### src/rtl/fun_pkg.sv
// Constants, types and helper functions of the firmware upgrade node.
// Assumes a single 20 MHz clock and requests decoded by an upstream MAC.
//
// Notes on behaviour
// - Control requests count only when unicast; data never accepted by broadcast.
// - Replies are issued only to requests that arrived by unicast.
// - Image delivery never relies on link-level retransmission being present.
// - Whole image is integrity checked and held until an execute request.
// - Trial expiry or abort during trial drops the new image and reverts.
// - Confirm during trial makes the new image the only valid one.
// - Both images stay locked until confirmation, trial expiry or an abort.
// - Payload is image then signature, split using the signalled signature length.
// - Page length is 32, 64, 128 or 192 bytes, set by start request.
// - Page total is image length over page length rounded down, plus one.
// - Download active attribute at 0x0070 reads 1 while receiving, else 0.
// - Attribute at 0x0071 counts image data packets received so far.
// - Exactly one state at a time; any exception moves to exception.
// - Idle answers information requests, ignores data, replies state 0 otherwise.
// - Valid start request in idle enters receiving, a bad one exception; receiving replies state 1.
// - Full image received: checks pass go complete, any failure goes exception.
// - Abort in receiving or complete replies 0 and returns to idle.
// - Complete replies state 2 to state requests and stays complete.
// - Execute with delay enters countdown (state 3); zero delay enters upgrade.
// - Upgrade replies 4; confirm accepts, abort rejects, expiry rejects to exception.
// - Exception replies 5, ignores data; only abort returns to idle.
package fun_pkg;

  ////////////////////////////////////////////////////////////////////////////
  localparam logic [15:0] FUN_ADDR_DL_ACTIVE = 16'h0070;
  localparam logic [15:0] FUN_ADDR_RX_COUNT = 16'h0071;
  localparam logic [15:0] FUN_ADDR_CTRL = 16'h0072;
  localparam logic [15:0] FUN_ADDR_STATE = 16'h0073;
  localparam int FUN_CTRL_MCAST_BIT = 0;
  localparam logic FUN_CTRL_MCAST_RESET = 1'h0;

  localparam logic [11:0] FUN_MAX_PAGES = 12'h100;
  localparam int FUN_MAP_WORDS = 8;

  localparam logic [7:0] FUN_PAGE_LEN_32 = 8'h20;
  localparam logic [7:0] FUN_PAGE_LEN_64 = 8'h40;
  localparam logic [7:0] FUN_PAGE_LEN_128 = 8'h80;
  localparam logic [7:0] FUN_PAGE_LEN_192 = 8'hc0;

  localparam logic [2:0] FUN_CODE_IDLE = 3'h0;
  localparam logic [2:0] FUN_CODE_RECEIVING = 3'h1;
  localparam logic [2:0] FUN_CODE_COMPLETE = 3'h2;
  localparam logic [2:0] FUN_CODE_COUNTDOWN = 3'h3;
  localparam logic [2:0] FUN_CODE_UPGRADE = 3'h4;
  localparam logic [2:0] FUN_CODE_EXCEPTION = 3'h5;

  localparam int FUN_CLK_HZ = 32'h0131_2d00;
  localparam int FUN_TIMER_UNIT_S = 32'h0000_0001;
  localparam int FUN_TICK_CYCLES = FUN_TIMER_UNIT_S * FUN_CLK_HZ;

  ////////////////////////////////////////////////////////////////////////////
  typedef enum logic [3:0] {
    FUN_REQ_NONE = 4'h0,
    FUN_REQ_INFORMATION = 4'h1,
    FUN_REQ_STATE = 4'h2,
    FUN_REQ_MISSING_PAGE = 4'h3,
    FUN_REQ_UPGRADE_START = 4'h4,
    FUN_REQ_IMAGE_DATA = 4'h5,
    FUN_REQ_EXECUTE = 4'h6,
    FUN_REQ_CONFIRM = 4'h7,
    FUN_REQ_ABORT = 4'h8
  } fun_req_e;

  typedef enum logic [1:0] {
    FUN_CAST_UNICAST = 2'h0,
    FUN_CAST_MULTICAST = 2'h1,
    FUN_CAST_BROADCAST = 2'h2
  } fun_cast_e;

  typedef enum logic [1:0] {
    FUN_RSP_INFORMATION = 2'h0,
    FUN_RSP_STATE = 2'h1,
    FUN_RSP_MISSING_LIST = 2'h2,
    FUN_RSP_MISSING_BITMAP = 2'h3
  } fun_rsp_e;

  typedef enum logic [2:0] {
    FUN_ST_IDLE = 3'b000,
    FUN_ST_RECEIVING = 3'b001,
    FUN_ST_COMPLETE = 3'b011,
    FUN_ST_COUNTDOWN = 3'b010,
    FUN_ST_UPGRADE = 3'b110,
    FUN_ST_EXCEPTION = 3'b111
  } fun_state_e;

  ////////////////////////////////////////////////////////////////////////////
  function automatic logic [7:0] fun_page_len(input logic [1:0] code);
    case (code)
      2'h0: fun_page_len = FUN_PAGE_LEN_32;
      2'h1: fun_page_len = FUN_PAGE_LEN_64;
      2'h2: fun_page_len = FUN_PAGE_LEN_128;
      default: fun_page_len = FUN_PAGE_LEN_192;
    endcase
  endfunction : fun_page_len

  function automatic logic [11:0] fun_page_total(input logic [15:0] len,
                                                 input logic [1:0] code);
    logic [15:0] quot;
    quot = len / {8'h00, fun_page_len(code)};
    fun_page_total = quot[11:0] + 12'h001;
  endfunction : fun_page_total

  function automatic logic [2:0] fun_state_code(input fun_state_e st);
    case (st)
      FUN_ST_IDLE: fun_state_code = FUN_CODE_IDLE;
      FUN_ST_RECEIVING: fun_state_code = FUN_CODE_RECEIVING;
      FUN_ST_COMPLETE: fun_state_code = FUN_CODE_COMPLETE;
      FUN_ST_COUNTDOWN: fun_state_code = FUN_CODE_COUNTDOWN;
      FUN_ST_UPGRADE: fun_state_code = FUN_CODE_UPGRADE;
      default: fun_state_code = FUN_CODE_EXCEPTION;
    endcase
  endfunction : fun_state_code

endpackage : fun_pkg

### src/rtl/fun_tmr_if.sv
// Interface between the upgrade controller and one of its second timers.
// Assumes both ends run on the same clock.
`timescale 1ns/1ps
`default_nettype none
interface fun_tmr_if;
  logic load;
  logic [15:0] secs;
  logic stop;
  logic done;
  modport ctrl (output load, output secs, output stop, input done);
  modport tmr (input load, input secs, input stop, output done);
endinterface : fun_tmr_if
`default_nettype wire

### src/rtl/fun_sec_timer.sv
// Down counter in whole seconds with a cycle prescaler.
// Assumes load and stop come from logic on the same clock.
`timescale 1ns/1ps
`default_nettype none
module fun_sec_timer #(
  parameter int unsigned TICK_CYCLES = fun_pkg::FUN_TICK_CYCLES
) (
  input wire logic core_clk_in,
  input wire logic sys_rst_in,
  fun_tmr_if.tmr tmr_io
);
  import fun_pkg::*;

  logic running_ff;
  logic done_ff;
  logic [15:0] secs_left_ff;
  logic [31:0] tick_ff;

  assign tmr_io.done = done_ff;

  ////////////////////////////////////////////////////////////////////////////
  // Done stays high until the next load or stop, so no expiry is missed.
  always_ff @(posedge core_clk_in) begin
    if (sys_rst_in) begin
      running_ff <= 1'b0;
      done_ff <= 1'b0;
      secs_left_ff <= 16'h0000;
      tick_ff <= 32'h0000_0000;
    end else if (tmr_io.stop) begin
      running_ff <= 1'b0;
      done_ff <= 1'b0;
    end else if (tmr_io.load) begin
      running_ff <= 1'b1;
      done_ff <= 1'b0;
      secs_left_ff <= tmr_io.secs;
      tick_ff <= 32'(TICK_CYCLES - 1);
    end else if (running_ff) begin
      if (secs_left_ff == 16'h0000) begin
        running_ff <= 1'b0;
        done_ff <= 1'b1;
      end else if (tick_ff == 32'h0000_0000) begin
        tick_ff <= 32'(TICK_CYCLES - 1);
        secs_left_ff <= secs_left_ff - 16'h0001;
      end else begin
        tick_ff <= tick_ff - 32'h0000_0001;
      end
    end
  end

endmodule : fun_sec_timer
`default_nettype wire

### src/rtl/fun_node_fsm.sv
// Service node firmware upgrade controller: request interpreter, page
// tracking, integrity hand-off, restart countdown and trial period.
// Assumes requests arrive already decoded, one per cycle, on this clock.
`timescale 1ns/1ps
`default_nettype none
module fun_node_fsm #(
  parameter int unsigned SEC_TICK_CYCLES = fun_pkg::FUN_TICK_CYCLES
) (
  input wire logic core_clk_in,
  input wire logic sys_rst_in,
  input wire logic req_valid_in,
  input wire fun_pkg::fun_req_e req_kind_in,
  input wire fun_pkg::fun_cast_e req_cast_in,
  input wire logic [1:0] req_page_length_in,
  input wire logic [15:0] req_image_length_in,
  input wire logic [15:0] req_sig_length_in,
  input wire logic [15:0] req_restart_delay_in,
  input wire logic [15:0] req_trial_period_in,
  input wire logic [7:0] req_page_in,
  input wire logic [7:0] req_data_len_in,
  input wire logic exception_in,
  input wire logic check_done_in,
  input wire logic crc_ok_in,
  input wire logic sig_ok_in,
  input wire logic [15:0] reg_addr_in,
  input wire logic [15:0] reg_wdata_in,
  input wire logic reg_wr_in,
  input wire logic reg_rd_in,
  output logic [15:0] reg_rdata_out,
  output logic reply_valid_out,
  output fun_pkg::fun_rsp_e reply_kind_out,
  output logic [2:0] reply_state_out,
  output logic [7:0] reply_base_out,
  output logic [31:0] reply_bitmap_out,
  output logic check_start_out,
  output logic reboot_out,
  output logic image_commit_out,
  output logic image_revert_out,
  output logic images_locked_out,
  output logic new_image_active_out,
  output logic store_valid_out,
  output logic [15:0] store_offset_out,
  output logic [7:0] store_len_out,
  output logic [7:0] store_image_bytes_out
);
  import fun_pkg::*;

  ////////////////////////////////////////////////////////////////////////////
  fun_state_e state_ff;
  fun_state_e nxt_state;
  logic ctrl_mcast_ff;
  logic [7:0] page_len_ff;
  logic [15:0] image_len_ff;
  logic [15:0] fw_len_ff;
  logic [8:0] page_total_ff;
  logic [8:0] seen_total_ff;
  logic [15:0] rx_count_ff;
  logic [15:0] trial_ff;
  logic chk_busy_ff;
  logic chk_done_ff;
  logic chk_pass_ff;
  logic locked_ff;
  logic [31:0] seen_map_ff [FUN_MAP_WORDS];

  logic ctl_ok;
  logic data_ok;
  logic rsp_fire;
  fun_rsp_e rsp_kind;
  logic [2:0] rsp_code;
  logic start_acc;
  logic exec_acc;
  logic start_bad;
  logic [11:0] start_total;
  logic cd_load;
  logic cd_stop;
  logic tr_load;
  logic tr_stop;
  logic reboot;
  logic commit;
  logic revert;
  logic chk_start;
  logic data_acc;
  logic pg_in_range;
  logic pg_last;
  logic pg_seen;
  logic [15:0] pg_off;
  logic [15:0] pg_remain;
  logic [7:0] exp_len;
  logic page_store;
  logic [15:0] img_diff;
  logic [7:0] img_bytes;
  logic [31:0] miss_map;
  logic [15:0] rd_value;

  fun_tmr_if cd_tmr_if ();
  fun_tmr_if tr_tmr_if ();

  fun_sec_timer #(.TICK_CYCLES(SEC_TICK_CYCLES)) u_countdown (
    .core_clk_in(core_clk_in),
    .sys_rst_in(sys_rst_in),
    .tmr_io(cd_tmr_if)
  );

  fun_sec_timer #(.TICK_CYCLES(SEC_TICK_CYCLES)) u_trial (
    .core_clk_in(core_clk_in),
    .sys_rst_in(sys_rst_in),
    .tmr_io(tr_tmr_if)
  );

  assign cd_tmr_if.load = cd_load;
  assign cd_tmr_if.secs = req_restart_delay_in;
  assign cd_tmr_if.stop = cd_stop;
  assign tr_tmr_if.load = tr_load;
  assign tr_tmr_if.secs = exec_acc ? req_trial_period_in : trial_ff;
  assign tr_tmr_if.stop = tr_stop;

  ////////////////////////////////////////////////////////////////////////////
  // Request qualification by delivery mode.
  assign ctl_ok = req_valid_in && (req_kind_in != FUN_REQ_NONE) &&
                  (req_kind_in != FUN_REQ_IMAGE_DATA) &&
                  (req_cast_in == FUN_CAST_UNICAST);
  assign data_ok = req_valid_in && (req_kind_in == FUN_REQ_IMAGE_DATA) &&
                   ((req_cast_in == FUN_CAST_UNICAST) ||
                    ((req_cast_in == FUN_CAST_MULTICAST) &&
                     ctrl_mcast_ff));

  assign start_total = fun_page_total(req_image_length_in,
                                      req_page_length_in);
  assign start_bad = (start_total > FUN_MAX_PAGES) ||
                     (req_sig_length_in > req_image_length_in);

  ////////////////////////////////////////////////////////////////////////////
  // Page checks for an incoming data packet.
  assign pg_in_range = {1'b0, req_page_in} < page_total_ff;
  assign pg_last = {1'b0, req_page_in} == (page_total_ff - 9'h001);
  assign pg_off = 16'({8'h00, req_page_in} * {8'h00, page_len_ff});
  assign pg_remain = image_len_ff - pg_off;
  assign exp_len = pg_last ? pg_remain[7:0] : page_len_ff;
  assign pg_seen = seen_map_ff[req_page_in[7:5]][req_page_in[4:0]];
  assign data_acc = data_ok && (state_ff == FUN_ST_RECEIVING) &&
                    !exception_in;
  assign page_store = data_acc && pg_in_range &&
                      (req_data_len_in == exp_len) && !pg_seen;
  assign img_diff = fw_len_ff - pg_off;

  always_comb begin
    img_bytes = 8'h00;
    if (pg_off < fw_len_ff) begin
      if (img_diff >= {8'h00, req_data_len_in}) begin
        img_bytes = req_data_len_in;
      end else begin
        img_bytes = img_diff[7:0];
      end
    end
  end

  always_comb begin
    miss_map = 32'h0000_0000;
    for (int i = 0; i < 32; i++) begin
      miss_map[i] = !seen_map_ff[req_page_in[7:5]][i] &&
                    ({1'b0, req_page_in[7:5], 5'(i)} < page_total_ff);
    end
  end

  ////////////////////////////////////////////////////////////////////////////
  // Upgrade state machine.
  always_comb begin
    nxt_state = state_ff;
    rsp_fire = 1'b0;
    rsp_kind = FUN_RSP_STATE;
    rsp_code = fun_state_code(state_ff);
    start_acc = 1'b0;
    exec_acc = 1'b0;
    cd_load = 1'b0;
    cd_stop = 1'b0;
    tr_load = 1'b0;
    tr_stop = 1'b0;
    reboot = 1'b0;
    commit = 1'b0;
    revert = 1'b0;
    chk_start = 1'b0;
    if (exception_in && (state_ff != FUN_ST_EXCEPTION)) begin
      nxt_state = FUN_ST_EXCEPTION;
      cd_stop = 1'b1;
      tr_stop = 1'b1;
    end else if (ctl_ok) begin
      rsp_fire = 1'b1;
      case (req_kind_in)
        FUN_REQ_INFORMATION: begin
          rsp_kind = FUN_RSP_INFORMATION;
        end
        FUN_REQ_ABORT: begin
          rsp_code = FUN_CODE_IDLE;
          nxt_state = FUN_ST_IDLE;
          cd_stop = 1'b1;
          tr_stop = 1'b1;
          revert = locked_ff;
        end
        FUN_REQ_UPGRADE_START: begin
          if (state_ff == FUN_ST_IDLE) begin
            if (start_bad) begin
              nxt_state = FUN_ST_EXCEPTION;
              rsp_code = FUN_CODE_EXCEPTION;
            end else begin
              start_acc = 1'b1;
              nxt_state = FUN_ST_RECEIVING;
              rsp_code = FUN_CODE_RECEIVING;
            end
          end
        end
        FUN_REQ_MISSING_PAGE: begin
          if (state_ff == FUN_ST_RECEIVING) begin
            rsp_kind = FUN_RSP_MISSING_BITMAP;
          end
        end
        FUN_REQ_EXECUTE: begin
          if ((state_ff == FUN_ST_COMPLETE) ||
              (state_ff == FUN_ST_COUNTDOWN)) begin
            exec_acc = 1'b1;
            if (req_restart_delay_in != 16'h0000) begin
              nxt_state = FUN_ST_COUNTDOWN;
              rsp_code = FUN_CODE_COUNTDOWN;
              cd_load = 1'b1;
            end else begin
              nxt_state = FUN_ST_UPGRADE;
              rsp_code = FUN_CODE_UPGRADE;
              cd_stop = 1'b1;
              tr_load = 1'b1;
              reboot = 1'b1;
            end
          end
        end
        FUN_REQ_CONFIRM: begin
          if (state_ff == FUN_ST_UPGRADE) begin
            nxt_state = FUN_ST_IDLE;
            rsp_code = FUN_CODE_IDLE;
            tr_stop = 1'b1;
            commit = 1'b1;
          end
        end
        default: begin
        end
      endcase
    end else if ((state_ff == FUN_ST_RECEIVING) && chk_done_ff) begin
      nxt_state = chk_pass_ff ? FUN_ST_COMPLETE : FUN_ST_EXCEPTION;
    end else if ((state_ff == FUN_ST_RECEIVING) && !chk_busy_ff &&
                 (seen_total_ff == page_total_ff)) begin
      chk_start = 1'b1;
    end else if ((state_ff == FUN_ST_COUNTDOWN) && cd_tmr_if.done) begin
      nxt_state = FUN_ST_UPGRADE;
      cd_stop = 1'b1;
      tr_load = 1'b1;
      reboot = 1'b1;
    end else if ((state_ff == FUN_ST_UPGRADE) && tr_tmr_if.done) begin
      nxt_state = FUN_ST_EXCEPTION;
      tr_stop = 1'b1;
      revert = 1'b1;
    end
  end

  always_ff @(posedge core_clk_in) begin
    if (sys_rst_in) begin
      state_ff <= FUN_ST_IDLE;
    end else begin
      state_ff <= nxt_state;
    end
  end

  ////////////////////////////////////////////////////////////////////////////
  // Download parameters latched by an accepted start request; trial period by an accepted execute.
  always_ff @(posedge core_clk_in) begin
    if (sys_rst_in) begin
      page_len_ff <= FUN_PAGE_LEN_32;
      image_len_ff <= 16'h0000;
      fw_len_ff <= 16'h0000;
      page_total_ff <= 9'h001;
    end else if (start_acc) begin
      page_len_ff <= fun_page_len(req_page_length_in);
      image_len_ff <= req_image_length_in;
      fw_len_ff <= req_image_length_in - req_sig_length_in;
      page_total_ff <= start_total[8:0];
    end
  end

  always_ff @(posedge core_clk_in) begin
    if (sys_rst_in) begin
      trial_ff <= 16'h0000;
    end else if (exec_acc) begin
      trial_ff <= req_trial_period_in;
    end
  end

  ////////////////////////////////////////////////////////////////////////////
  // Received page bitmap, one word per 32 pages.
  generate
    for (genvar w = 0; w < FUN_MAP_WORDS; w++) begin : g_map
      always_ff @(posedge core_clk_in) begin
        if (sys_rst_in || start_acc) begin
          seen_map_ff[w] <= 32'h0000_0000;
        end else if (page_store && (req_page_in[7:5] == 3'(w))) begin
          seen_map_ff[w][req_page_in[4:0]] <= 1'b1;
        end
      end
    end
  endgenerate

  always_ff @(posedge core_clk_in) begin
    if (sys_rst_in || start_acc) begin
      seen_total_ff <= 9'h000;
    end else if (page_store) begin
      seen_total_ff <= seen_total_ff + 9'h001;
    end
  end

  always_ff @(posedge core_clk_in) begin
    if (sys_rst_in || start_acc) begin
      rx_count_ff <= 16'h0000;
    end else if (data_acc && (rx_count_ff != 16'hffff)) begin
      rx_count_ff <= rx_count_ff + 16'h0001;
    end
  end

  ////////////////////////////////////////////////////////////////////////////
  // Integrity check hand-off; a result is held until the state consumes it.
  always_ff @(posedge core_clk_in) begin
    if (sys_rst_in || (nxt_state != FUN_ST_RECEIVING) || start_acc) begin
      chk_busy_ff <= 1'b0;
      chk_done_ff <= 1'b0;
      chk_pass_ff <= 1'b0;
    end else begin
      if (chk_start) begin
        chk_busy_ff <= 1'b1;
      end
      if (check_done_in && chk_busy_ff && !chk_done_ff) begin
        chk_done_ff <= 1'b1;
        chk_pass_ff <= crc_ok_in && sig_ok_in;
      end
    end
  end

  // Both images stay stored from a good download until commit or revert.
  always_ff @(posedge core_clk_in) begin
    if (sys_rst_in) begin
      locked_ff <= 1'b0;
    end else if (commit || revert) begin
      locked_ff <= 1'b0;
    end else if ((state_ff == FUN_ST_RECEIVING) &&
                 (nxt_state == FUN_ST_COMPLETE)) begin
      locked_ff <= 1'b1;
    end
  end

  ////////////////////////////////////////////////////////////////////////////
  // Registered replies, strobes and page store requests.
  always_ff @(posedge core_clk_in) begin
    if (sys_rst_in) begin
      reply_valid_out <= 1'b0;
      reply_kind_out <= FUN_RSP_STATE;
      reply_state_out <= FUN_CODE_IDLE;
      reply_base_out <= 8'h00;
      reply_bitmap_out <= 32'h0000_0000;
    end else begin
      reply_valid_out <= rsp_fire;
      if (rsp_fire) begin
        reply_kind_out <= rsp_kind;
        reply_state_out <= rsp_code;
        reply_base_out <= {req_page_in[7:5], 5'h00};
        reply_bitmap_out <= miss_map;
      end
    end
  end

  always_ff @(posedge core_clk_in) begin
    if (sys_rst_in) begin
      check_start_out <= 1'b0;
      reboot_out <= 1'b0;
      image_commit_out <= 1'b0;
      image_revert_out <= 1'b0;
    end else begin
      check_start_out <= chk_start;
      reboot_out <= reboot;
      image_commit_out <= commit;
      image_revert_out <= revert;
    end
  end

  assign images_locked_out = locked_ff;
  assign new_image_active_out = (state_ff == FUN_ST_UPGRADE);

  always_ff @(posedge core_clk_in) begin
    if (sys_rst_in) begin
      store_valid_out <= 1'b0;
      store_offset_out <= 16'h0000;
      store_len_out <= 8'h00;
      store_image_bytes_out <= 8'h00;
    end else begin
      store_valid_out <= page_store;
      if (page_store) begin
        store_offset_out <= pg_off;
        store_len_out <= req_data_len_in;
        store_image_bytes_out <= img_bytes;
      end
    end
  end

  ////////////////////////////////////////////////////////////////////////////
  // Register port.
  always_ff @(posedge core_clk_in) begin
    if (sys_rst_in) begin
      ctrl_mcast_ff <= FUN_CTRL_MCAST_RESET;
    end else if (reg_wr_in && (reg_addr_in == FUN_ADDR_CTRL)) begin
      ctrl_mcast_ff <= reg_wdata_in[FUN_CTRL_MCAST_BIT];
    end
  end

  always_comb begin
    rd_value = 16'h0000;
    case (reg_addr_in)
      FUN_ADDR_DL_ACTIVE: begin
        rd_value = {15'h0000, (state_ff == FUN_ST_RECEIVING)};
      end
      FUN_ADDR_RX_COUNT: rd_value = rx_count_ff;
      FUN_ADDR_CTRL: rd_value = {15'h0000, ctrl_mcast_ff};
      FUN_ADDR_STATE: rd_value = {13'h0000, fun_state_code(state_ff)};
      default: rd_value = 16'h0000;
    endcase
  end

  always_ff @(posedge core_clk_in) begin
    if (sys_rst_in) begin
      reg_rdata_out <= 16'h0000;
    end else if (reg_rd_in) begin
      reg_rdata_out <= rd_value;
    end else begin
      reg_rdata_out <= 16'h0000;
    end
  end

endmodule : fun_node_fsm
`default_nettype wire

### config.mk
export PLATFORM = sky130hd
export DESIGN_NAME = fun_node_fsm
export DESIGN_NICKNAME = d
export VERILOG_FILES = /design/src/rtl/fun_pkg.sv /design/src/rtl/fun_tmr_if.sv /design/src/rtl/fun_sec_timer.sv /design/src/rtl/fun_node_fsm.sv
export SDC_FILE = /design/constraint.sdc
export NUM_CORES = 1
export LEC_CHECK = 0
export BUFFER_PORTS_ARGS = -buffer_cell sky130_fd_sc_hd__buf_2
export CELL_PAD_IN_SITES_DETAIL_PLACEMENT = 0
export CELL_PAD_IN_SITES_GLOBAL_PLACEMENT = 1
export CORE_ASPECT_RATIO = 0.7
export CORE_UTILIZATION = 43
export CTS_CLUSTER_DIAMETER = 120
export DETAILED_ROUTE_END_ITERATION = 6
export PLACE_DENSITY = 0.77
export SLEW_MARGIN = 15
export SYNTH_ARGS = -nofsm -noshare
export SYNTH_HDL_FRONTEND = slang
export SYNTH_SLANG_ARGS = --single-unit
### constraint.sdc
create_clock -name core_clk_in -period 20.6 [get_ports core_clk_in]
set_clock_uncertainty 0.15 [all_clocks]
set_input_delay 4.12 -clock core_clk_in [delete_from_list [all_inputs] [get_ports core_clk_in]]
set_output_delay 4.12 -clock core_clk_in [all_outputs]
set_load 0.02 [all_outputs]
==> results of run 1 <==
==> area by class of cell <==
cell class | instances | area (µm²) | share of cell area [%]
antenna | 2 | 5.005 | 0.01401
clock buffer | 75 | 1513 | 4.236
clock inverter | 20 | 188.9 | 0.5290
inverter | 107 | 401.6 | 1.125
multi-input combinational | 2442 | 16400 | 45.91
sequential | 530 | 12850 | 35.99
tap | 902 | 1129 | 3.160
timing repair buffer | 439 | 3227 | 9.035
==> metrics by stage <==
stage                     area, µm²  std cells  setup TNS (ns)  utilization (%)
final                         35710       4517               0            51.93
after detailed placement      32790       4359         -535.92            47.68
after global routing          35710       4517          -42.67            51.93
after floorplan               30300       3361               0                -
after CTS                     34900       4483               0            50.76
after global placement        32790       4359         -400.85            47.68
==> logic make-up after synthesis <==
kind of cell,count (synthesis)
simple gates,1211
fa+ha+maj,121
xor+xnor,112
other cells,1
flops,530
buf+inv,389
mux,145
compound gates,843
==> flip-flops by register name, summed over array words and instances, names as in the netlist, 2 cells and up <==
signal                    cells
reg_rdata_out                16
trial_ff                     16
reply_base_out                3
u_countdown.tick_ff          32
rx_count_ff                  16
state_ff                      3
reply_kind_out                2
store_offset_out             11
seen_map_ff                 256
u_trial.secs_left_ff         16
fw_len_ff                    16
seen_total_ff                 9
store_len_out                 8
reply_state_out               3
reply_bitmap_out             32
image_len_ff                  8
u_countdown.secs_left_ff     16
page_len_ff                   3
page_total_ff                 9
u_trial.tick_ff              32
store_image_bytes_out         8
==> critical path, delay by kind of cell <==
family / cells / cell delay (ns)
and+or+nand+nor: 36 / 5.91
adders and majority gates: 12 / 3.07
buffers and inverters: 6 / 0.87
AOI/OAI and AO/OA: 37 / 5.50
muxes: 3 / 0.96
==> per-layer routing <==
metal,global-route usage (%),vias to the layer above,routed length (µm)
met3,4.186,118,7062
met5,0,-,0
met4,5.049,0,1529
li1,-,12670,-
met2,38.77,991,41490
met1,35.89,13030,42250
==> cell usage after synthesis, types with 24 or more instances <==
| cell type | instances | share of area, % |
|---|---|---|
| clkbuf_1 | 212 | 2.6 |
| nor2b_1 | 25 | 0.52 |
| nor4_1 | 50 | 1.0 |
| edfxtp_1 | 224 | 22 |
| a31oi_1 | 54 | 1.1 |
| inv_1 | 107 | 1.3 |
| nand2b_1 | 32 | 0.66 |
| mux2i_1 | 58 | 1.9 |
| nor2_1 | 289 | 3.6 |
| nand2_1 | 265 | 3.3 |
| buf_2 | 35 | 0.58 |
| mux4_2 | 70 | 5.2 |
| or3_1 | 28 | 0.58 |
| xnor2_1 | 72 | 2.1 |
| ha_1 | 112 | 4.6 |
| a21oi_1 | 200 | 3.3 |
| nand3_1 | 72 | 1.2 |
| dfxtp_1 | 306 | 20 |
| nor3_1 | 307 | 5.1 |
| and2_1 | 39 | 0.81 |
| xor2_1 | 40 | 1.2 |
| o21ai_0 | 386 | 6.4 |
| o211ai_1 | 24 | 0.60 |
==> power by group through the flow <==
| stage | combinational [mW] | sequential (mW) | clock, mW |
|---|---|---|---|
| after floorplan | 0.764 | 1.14 | 0 |
| after global placement | 1.20 | 1.14 | 0 |
| after detailed placement | 1.22 | 1.14 | 0 |
| after CTS | 1.34 | 1.11 | 0.983 |
| after global routing | 1.61 | 1.12 | 1.03 |
| final | 1.50 | 1.11 | 0.965 |
==> how the worst max path moves through the flow <==
stage / startpoint / endpoint / slack, ns
5_1_grt: req_page_length_in[0] / seen_map_ff[1][11] / -0.25
4_1_cts: req_page_length_in[0] / seen_map_ff[0][6] / 0.02
6_report: req_page_length_in[1] / seen_map_ff[1][25] / 0.32
3_3_place_gp: req_page_length_in[0] / seen_map_ff[1][27] / -0.82
2_1_floorplan: req_page_length_in[0] / seen_map_ff[7][10] / 0.01
3_5_place_dp: req_page_length_in[0] / seen_map_ff[2][27] / -1.08
==> repair_timing <==
action	4_1_cts	5_1_grt
endpoints found under the setup margin	547	548
resized for setup	29	90
pin swaps	19	56
buffers inserted	27	24
gates cloned	2	9
==> summary.txt, run 1 <==
Power and ir drop
  – Leak: 13.46 nW
  – Switching Fraction: 34.68%
  – Peak VDD IR: 0.1014 mV
  – Gate power share: 41.9%
  – Clock power share: 27.0%
  – Power Total: 3.577 mW
  – Flop pwr share: 31.2%
  – Cell area power density: 100.2 nW/µm²
  – Pint: 2.337 mW
  – NetSw: 1.241 mW

Yosys
  – Post-synthesis adder-cell area fraction: 5.240%
  – Number of synthesized flops with an enable pin: 224
  – Largest family of logic cells by synthesized area: simple AND/OR/NAND/NOR gates
  – Compound-Gate Fraction of Synth Area: 16.45%
  – Post-Syn Area: 30,180 µm²
  – Async SR Flop Fraction: 0%
  – Mux share of post-synthesis cell area: 7.802%
  – Top_reg_cell synth: dfxtp_1
  – Mapped Cells: 3,352
  – Post-Synth XOR/XNOR Area: 3.250%
  – Seq/Total Area, Yosys: 42.58%
  – Yosys cell types: 93
  – Simple-gate share of the synthesized area: 19.40%
  – Syn Area/Cell: 9.004 µm²
  – Count of yosys warnings during synthesis: 0
  – Synth Register Bits: 530

Worst setup path
  – Kind of critical path: primary input to flop
  – CP Capture Type: flop
  – Startpoint types: primary input
  – Slowest Stage Delay on Critical Path: 0.46 ns
  – CP required: 20.79 ns
  – CP max FO: 18
  – Worst flop-to-flop path endpoint: seen_map_ff[0][13]
  – Worst r2r src: page_total_ff[1]
  – Worst Reg-to-Reg Cells: 18
  – CP max-delay cell: or4_4
  – Worst Path Arrival: 20.48 ns
  – R2R Setup Slk: 14.70 ns

Timing
  – Worst Max-Slew Pin Slew: 1.223 ns
  – Minimum clock period: 20.28 ns
  – Final period utilization: 98.46%
  – Min Hold Slack: 0.2987 ns
  – RSZ-0062 raised after global routing: true
  – Worst relative slew slack: 18.39%
  – Post-route setup slack: 0.3167 ns
  – Final Hold Violating Endpoints: 0
  – Final setup violation count: 0
  – Fmax: 49.30 MHz
  – Slew Limit Fails: 0

Final layout
  – Most common cell after layout, fill and taps aside: o21ai_0
  – Layout cells sized above 1: 20.48%
  – Most frequent cells in the layout: 377 x o21ai_0, 306 x dfxtp_1, 282 x nor3_1
  – Fill cells: 6,194
  – Area Overhead vs Synth: 18.32%
  – Layout Nets: 3,821

GRT
  – Vias in the first global route: 25,230
  – Initial antenna violation count: 3
  – Grt total ovfl: 0
  – Global-route wire length before repair: 140.7 mm
  – Global-route usage over all layers: 24.77%
  – Pin count of the biggest net entering global routing: 82

Clocking
  – TritonCTS Buffers: 51
  – Clock root buffer: clkbuf_16
  – Clk_lat worst skew: 0.63 ns
  – CTS tree: built
  – Hold buffers post-CTS: 0
  – Htree depth: 2
  – Clock slew at reported path FFs: 0.06 ns
  – Clk sinks: 530
  – Max clock buf depth: 3

Detailed routing
  – DRT Pass-1 Iters: 7
  – Vias/cell: 5.934
  – DR DRC count: 0
  – Post-route ant nets: 0
  – Vias: 26,800
  – Wirelength, routed: 92.33 mm
  – Drt initial violations: 2,769
  – Wire per inst: 20.44 µm

Placed design
  – Dpl hpwl: 61.87 mm
  – GPL Wtd Cong: 0.9365
  – Place WS: -1.081 ns
  – I/O Buffers: 204

Die
  – Starting density of the core: 43.89%
  – Num rows: 80
  – I/O pin count: 230
  – Die area: 71,270 µm²
  – Die X: 318.7 µm
  – Core box area: 68,770 µm²
  – Die H: 223.7 µm

Hold path
  – Hold Crit Start: store_offset_out[8]
  – Hold WC Path Type: flop to flop
  – Min-Delay Path Depth: 2
  – Hold Path Sink: store_offset_out[8]

Job
  – Max cap viols: 0

Status
  – Status: finished, final reports clean
Power figures use the tool's default switching activity.
==> inputs of run 2 (changes only) <==
- CORE_UTILIZATION: 43 -> 51
- PLACE_DENSITY: 0.77 -> 0.86
- SKIP_CTS_REPAIR_TIMING: unset -> 1
- clock period: 20.6 -> 25.4 ns (I/O delays scaled with it)
==> run 2 against run 1 <==
Combinational power decreased by 41%. Die area decreased by 16%. Critical path depth decreased by 1. Sequential power decreased by 19%. Cell count decreased by 5.4%. Hold slack improved by 0.0011 ns. Non-clock buffer count decreased by 137. Register-to-register slack improved by 4.8 ns. Sequential share of layout area increased by 2.1 points. Critical endpoint is now seen_map_ff[6][2]. Largest cell class unchanged. Largest power group is now sequential cells.
==> summary.txt, run 2 (synthesis gave the netlist of run 1 again) <==
Power and ir drop
  – Leak: 12.49 nW (-7.1%)
  – Peak VDD IR: 0.07548 mV (-26%)
  – Cell area power density: 75.25 nW/µm² (-25%)

Status
  – Status: finished, final reports clean

Worst setup path
  – Startpoint types: primary input
  – Kind of critical path: primary input to flop
  – Slowest Stage Delay on Critical Path: 0.52 ns (+0.06 ns)
  – CP required: 25.54 ns (+4.75 ns)
  – CP Capture Type: flop
  – CP delay by family, top: simple AND/OR/NAND/NOR gates
  – WP buf/inv: 6 (unchanged)
  – CP max FO: 76 (+58)
  – CP max-delay cell: or4_4
  – Most frequent CP cell: ha_1
  – Worst Path Arrival: 23.73 ns (+3.25 ns)

Final layout
  – Most common cell after layout, fill and taps aside: o21ai_0
  – Final cell count without fillers: 4,275 (-5.4%)
  – Final Cell Area: 33,730 µm² (-5.6%)
  – Layout Nets: 3,685 (-3.6%)
  – Most flop-heavy register: seen_map_ff
  – Largest register FFs: 256 (unchanged)
  – Layout cells sized above 1: 14.99% (-5.5 points)
  – Area Overhead vs Synth: 11.74%
  – Most frequent cells in the layout: 385 x o21ai_0, 306 x nor3_1, 306 x dfxtp_1

GRT
  – Initial antenna violation count: 1 (-2)
  – Pin count of the biggest net entering global routing: 108 (+32%)
  – Global-route wire length before repair: 132.3 mm (-6.0%)
  – Global-route usage over all layers: 27.66% (+2.9 points)
  – Vias in the first global route: 24,490 (-2.9%)
  – Grt total ovfl: 0 (unchanged)

Detailed routing
  – Drt initial violations: 2,560 (-7.5%)
  – Post-route ant nets: 0 (unchanged)
  – Wirelength, routed: 85.06 mm (-7.9%)
  – DR DRC count: 0 (unchanged)
  – Top layer in use: met4
  – M1 WL: 37.95 mm (-10%)
  – Vias: 26,140 (-2.5%)
  – Wire length on met3: 6.559 mm (-7.1%)
  – Wire per inst: 19.90 µm (-2.7%)
  – DRT Pass-1 Iters: 6 (-1)
  – Vias/cell: 6.114 (+3.0%)
  – Met2 WL: 38.17 mm (-8.0%)

Die
  – I/O pin count: 230 (unchanged)
  – Die H: 205.5 µm (-8.1%)
  – Die area: 60,170 µm² (-16%)
  – Die X: 292.8 µm (-8.1%)
  – Core box area: 58,420 µm² (-15%)
  – Num rows: 74 (-7.5%)
  – Starting density of the core: 51.66% (+7.8 points)

Clocking
  – Clk sinks: 530 (unchanged)
  – Clock root buffer: clkbuf_16
  – Clock slew at reported path FFs: 0.06 ns (about the same)
  – TritonCTS Buffers: 52 (+2.0%)
  – Max clock buf depth: 3 (unchanged)
  – CTS tree: built
  – Clk_lat worst skew: 0.62 ns (about the same)
  – Htree depth: 2 (unchanged)

Hold path
  – Hold WC Path Type: flop to flop

Placed design
  – Dpl hpwl: 58.30 mm (-5.8%)
  – Area post-placement: 32,050 µm² (-2.3%)
  – GPL Wtd Cong: 0.9411 (+0.49%)
  – Place WS: 0.8131 ns (+1.894 ns)
  – DP Cell Count: 4,179 (-4.1%)
  – I/O Buffers: 204 (unchanged)

Timing
  – Worst relative slew slack: 26.21% (+7.8 points)
  – Slew Limit Fails: 0 (unchanged)
  – Final period utilization: 92.88%
  – Fmax: 42.39 MHz
  – Min Hold Slack: 0.2998 ns (+0.001085 ns)
  – Final Hold Violating Endpoints: 0 (unchanged)
  – Minimum clock period: 23.59 ns
  – Worst Max-Slew Pin Slew: 1.097 ns (-0.1260 ns)
  – Final setup violation count: 0 (unchanged)
  – Post-route setup slack: 1.808 ns (+1.491 ns)

Job
  – Max cap viols: 0 (unchanged)
[run 2: cell count changes in the layout (fill, tap and decap cells not counted), moves of 6 or more]
| cell | previous run | this run |
|---|---|---|
| ha_1 | 103 | 112 |
| a21oi_2 | 11 | 4 |
| nor3_4 | 10 | 0 |
| nor3_2 | 16 | 2 |
| buf_4 | 208 | 85 |
| o21ai_2 | 8 | 0 |
| clkbuf_16 | 64 | 53 |
| a21oi_1 | 190 | 198 |
| o21ai_0 | 377 | 385 |
| nor2_2 | 10 | 4 |
| nor2_1 | 277 | 285 |
| nor3_1 | 282 | 306 |
| ha_4 | 8 | 0 |
[run 2: path summary, 6_finish.rpt]
path                    startpoint                      end  slack, ns  cells past startpoint
min           store_offset_out[12]     store_offset_out[12]       0.30                      2
min reg2reg   store_offset_out[12]     store_offset_out[12]       0.30                      2
max          req_page_length_in[1]        seen_map_ff[6][2]       1.81                     93
max reg2reg            state_ff[2]  u_countdown.tick_ff[29]      19.54                     17
[run 2: report_power, final]
part | switching (mW) | leakage, nW | internal (mW)
Combinational | 0.534 | 6.92 | 0.347
Clock | 0.337 | 0.800 | 0.416
Sequential | 0.00563 | 4.77 | 0.899
Total | 0.876 | 12.5 | 1.66
[run 2: cell type report]
cell class	count	area, µm²
clock buffer	74	1479
tap	798	998.5
multi-input combinational	2442	15880
fill	5100	24700
clock inverter	21	160.2
timing repair buffer	302	1956
sequential	530	12850
inverter	107	401.6
antenna	1	2.502
[run 2: layer usage]
layer,track usage (%),vias to the layer above
met1,39.27,12650
met3,3.889,156
met4,8.695,0
li1,-,12380
met2,43.71,951
met5,0,-
[run 2: worst reg2reg max path, cell delays in order, from the launching register on]
cell and delay [ns]:
dfxtp_1 0.57, inv_1 0.26, nor2_1 0.28, nand2_1 0.11, and2_1 0.23, nor2_1 0.11, buf_4 0.30, and3_1 0.21
buf_4 0.29, nand2_1 0.64, a21oi_1 0.70, nand2_1 0.24, nor3_1 0.47, nand2_1 0.28, or2_2 0.39, nor4_1 0.28
xnor2_1 0.17, nor2_1 0.05
[run 2: through the flow]
stage	setup TNS, ns	util [%]	power [mW]
2_1_floorplan	0	-	1.516
3_3_place_gp	0	54.85	1.754
3_5_place_dp	0	54.85	1.773
4_1_cts	0	57.66	2.525
5_1_grt	-0.09414	57.73	2.674
6_report	0	57.73	2.538
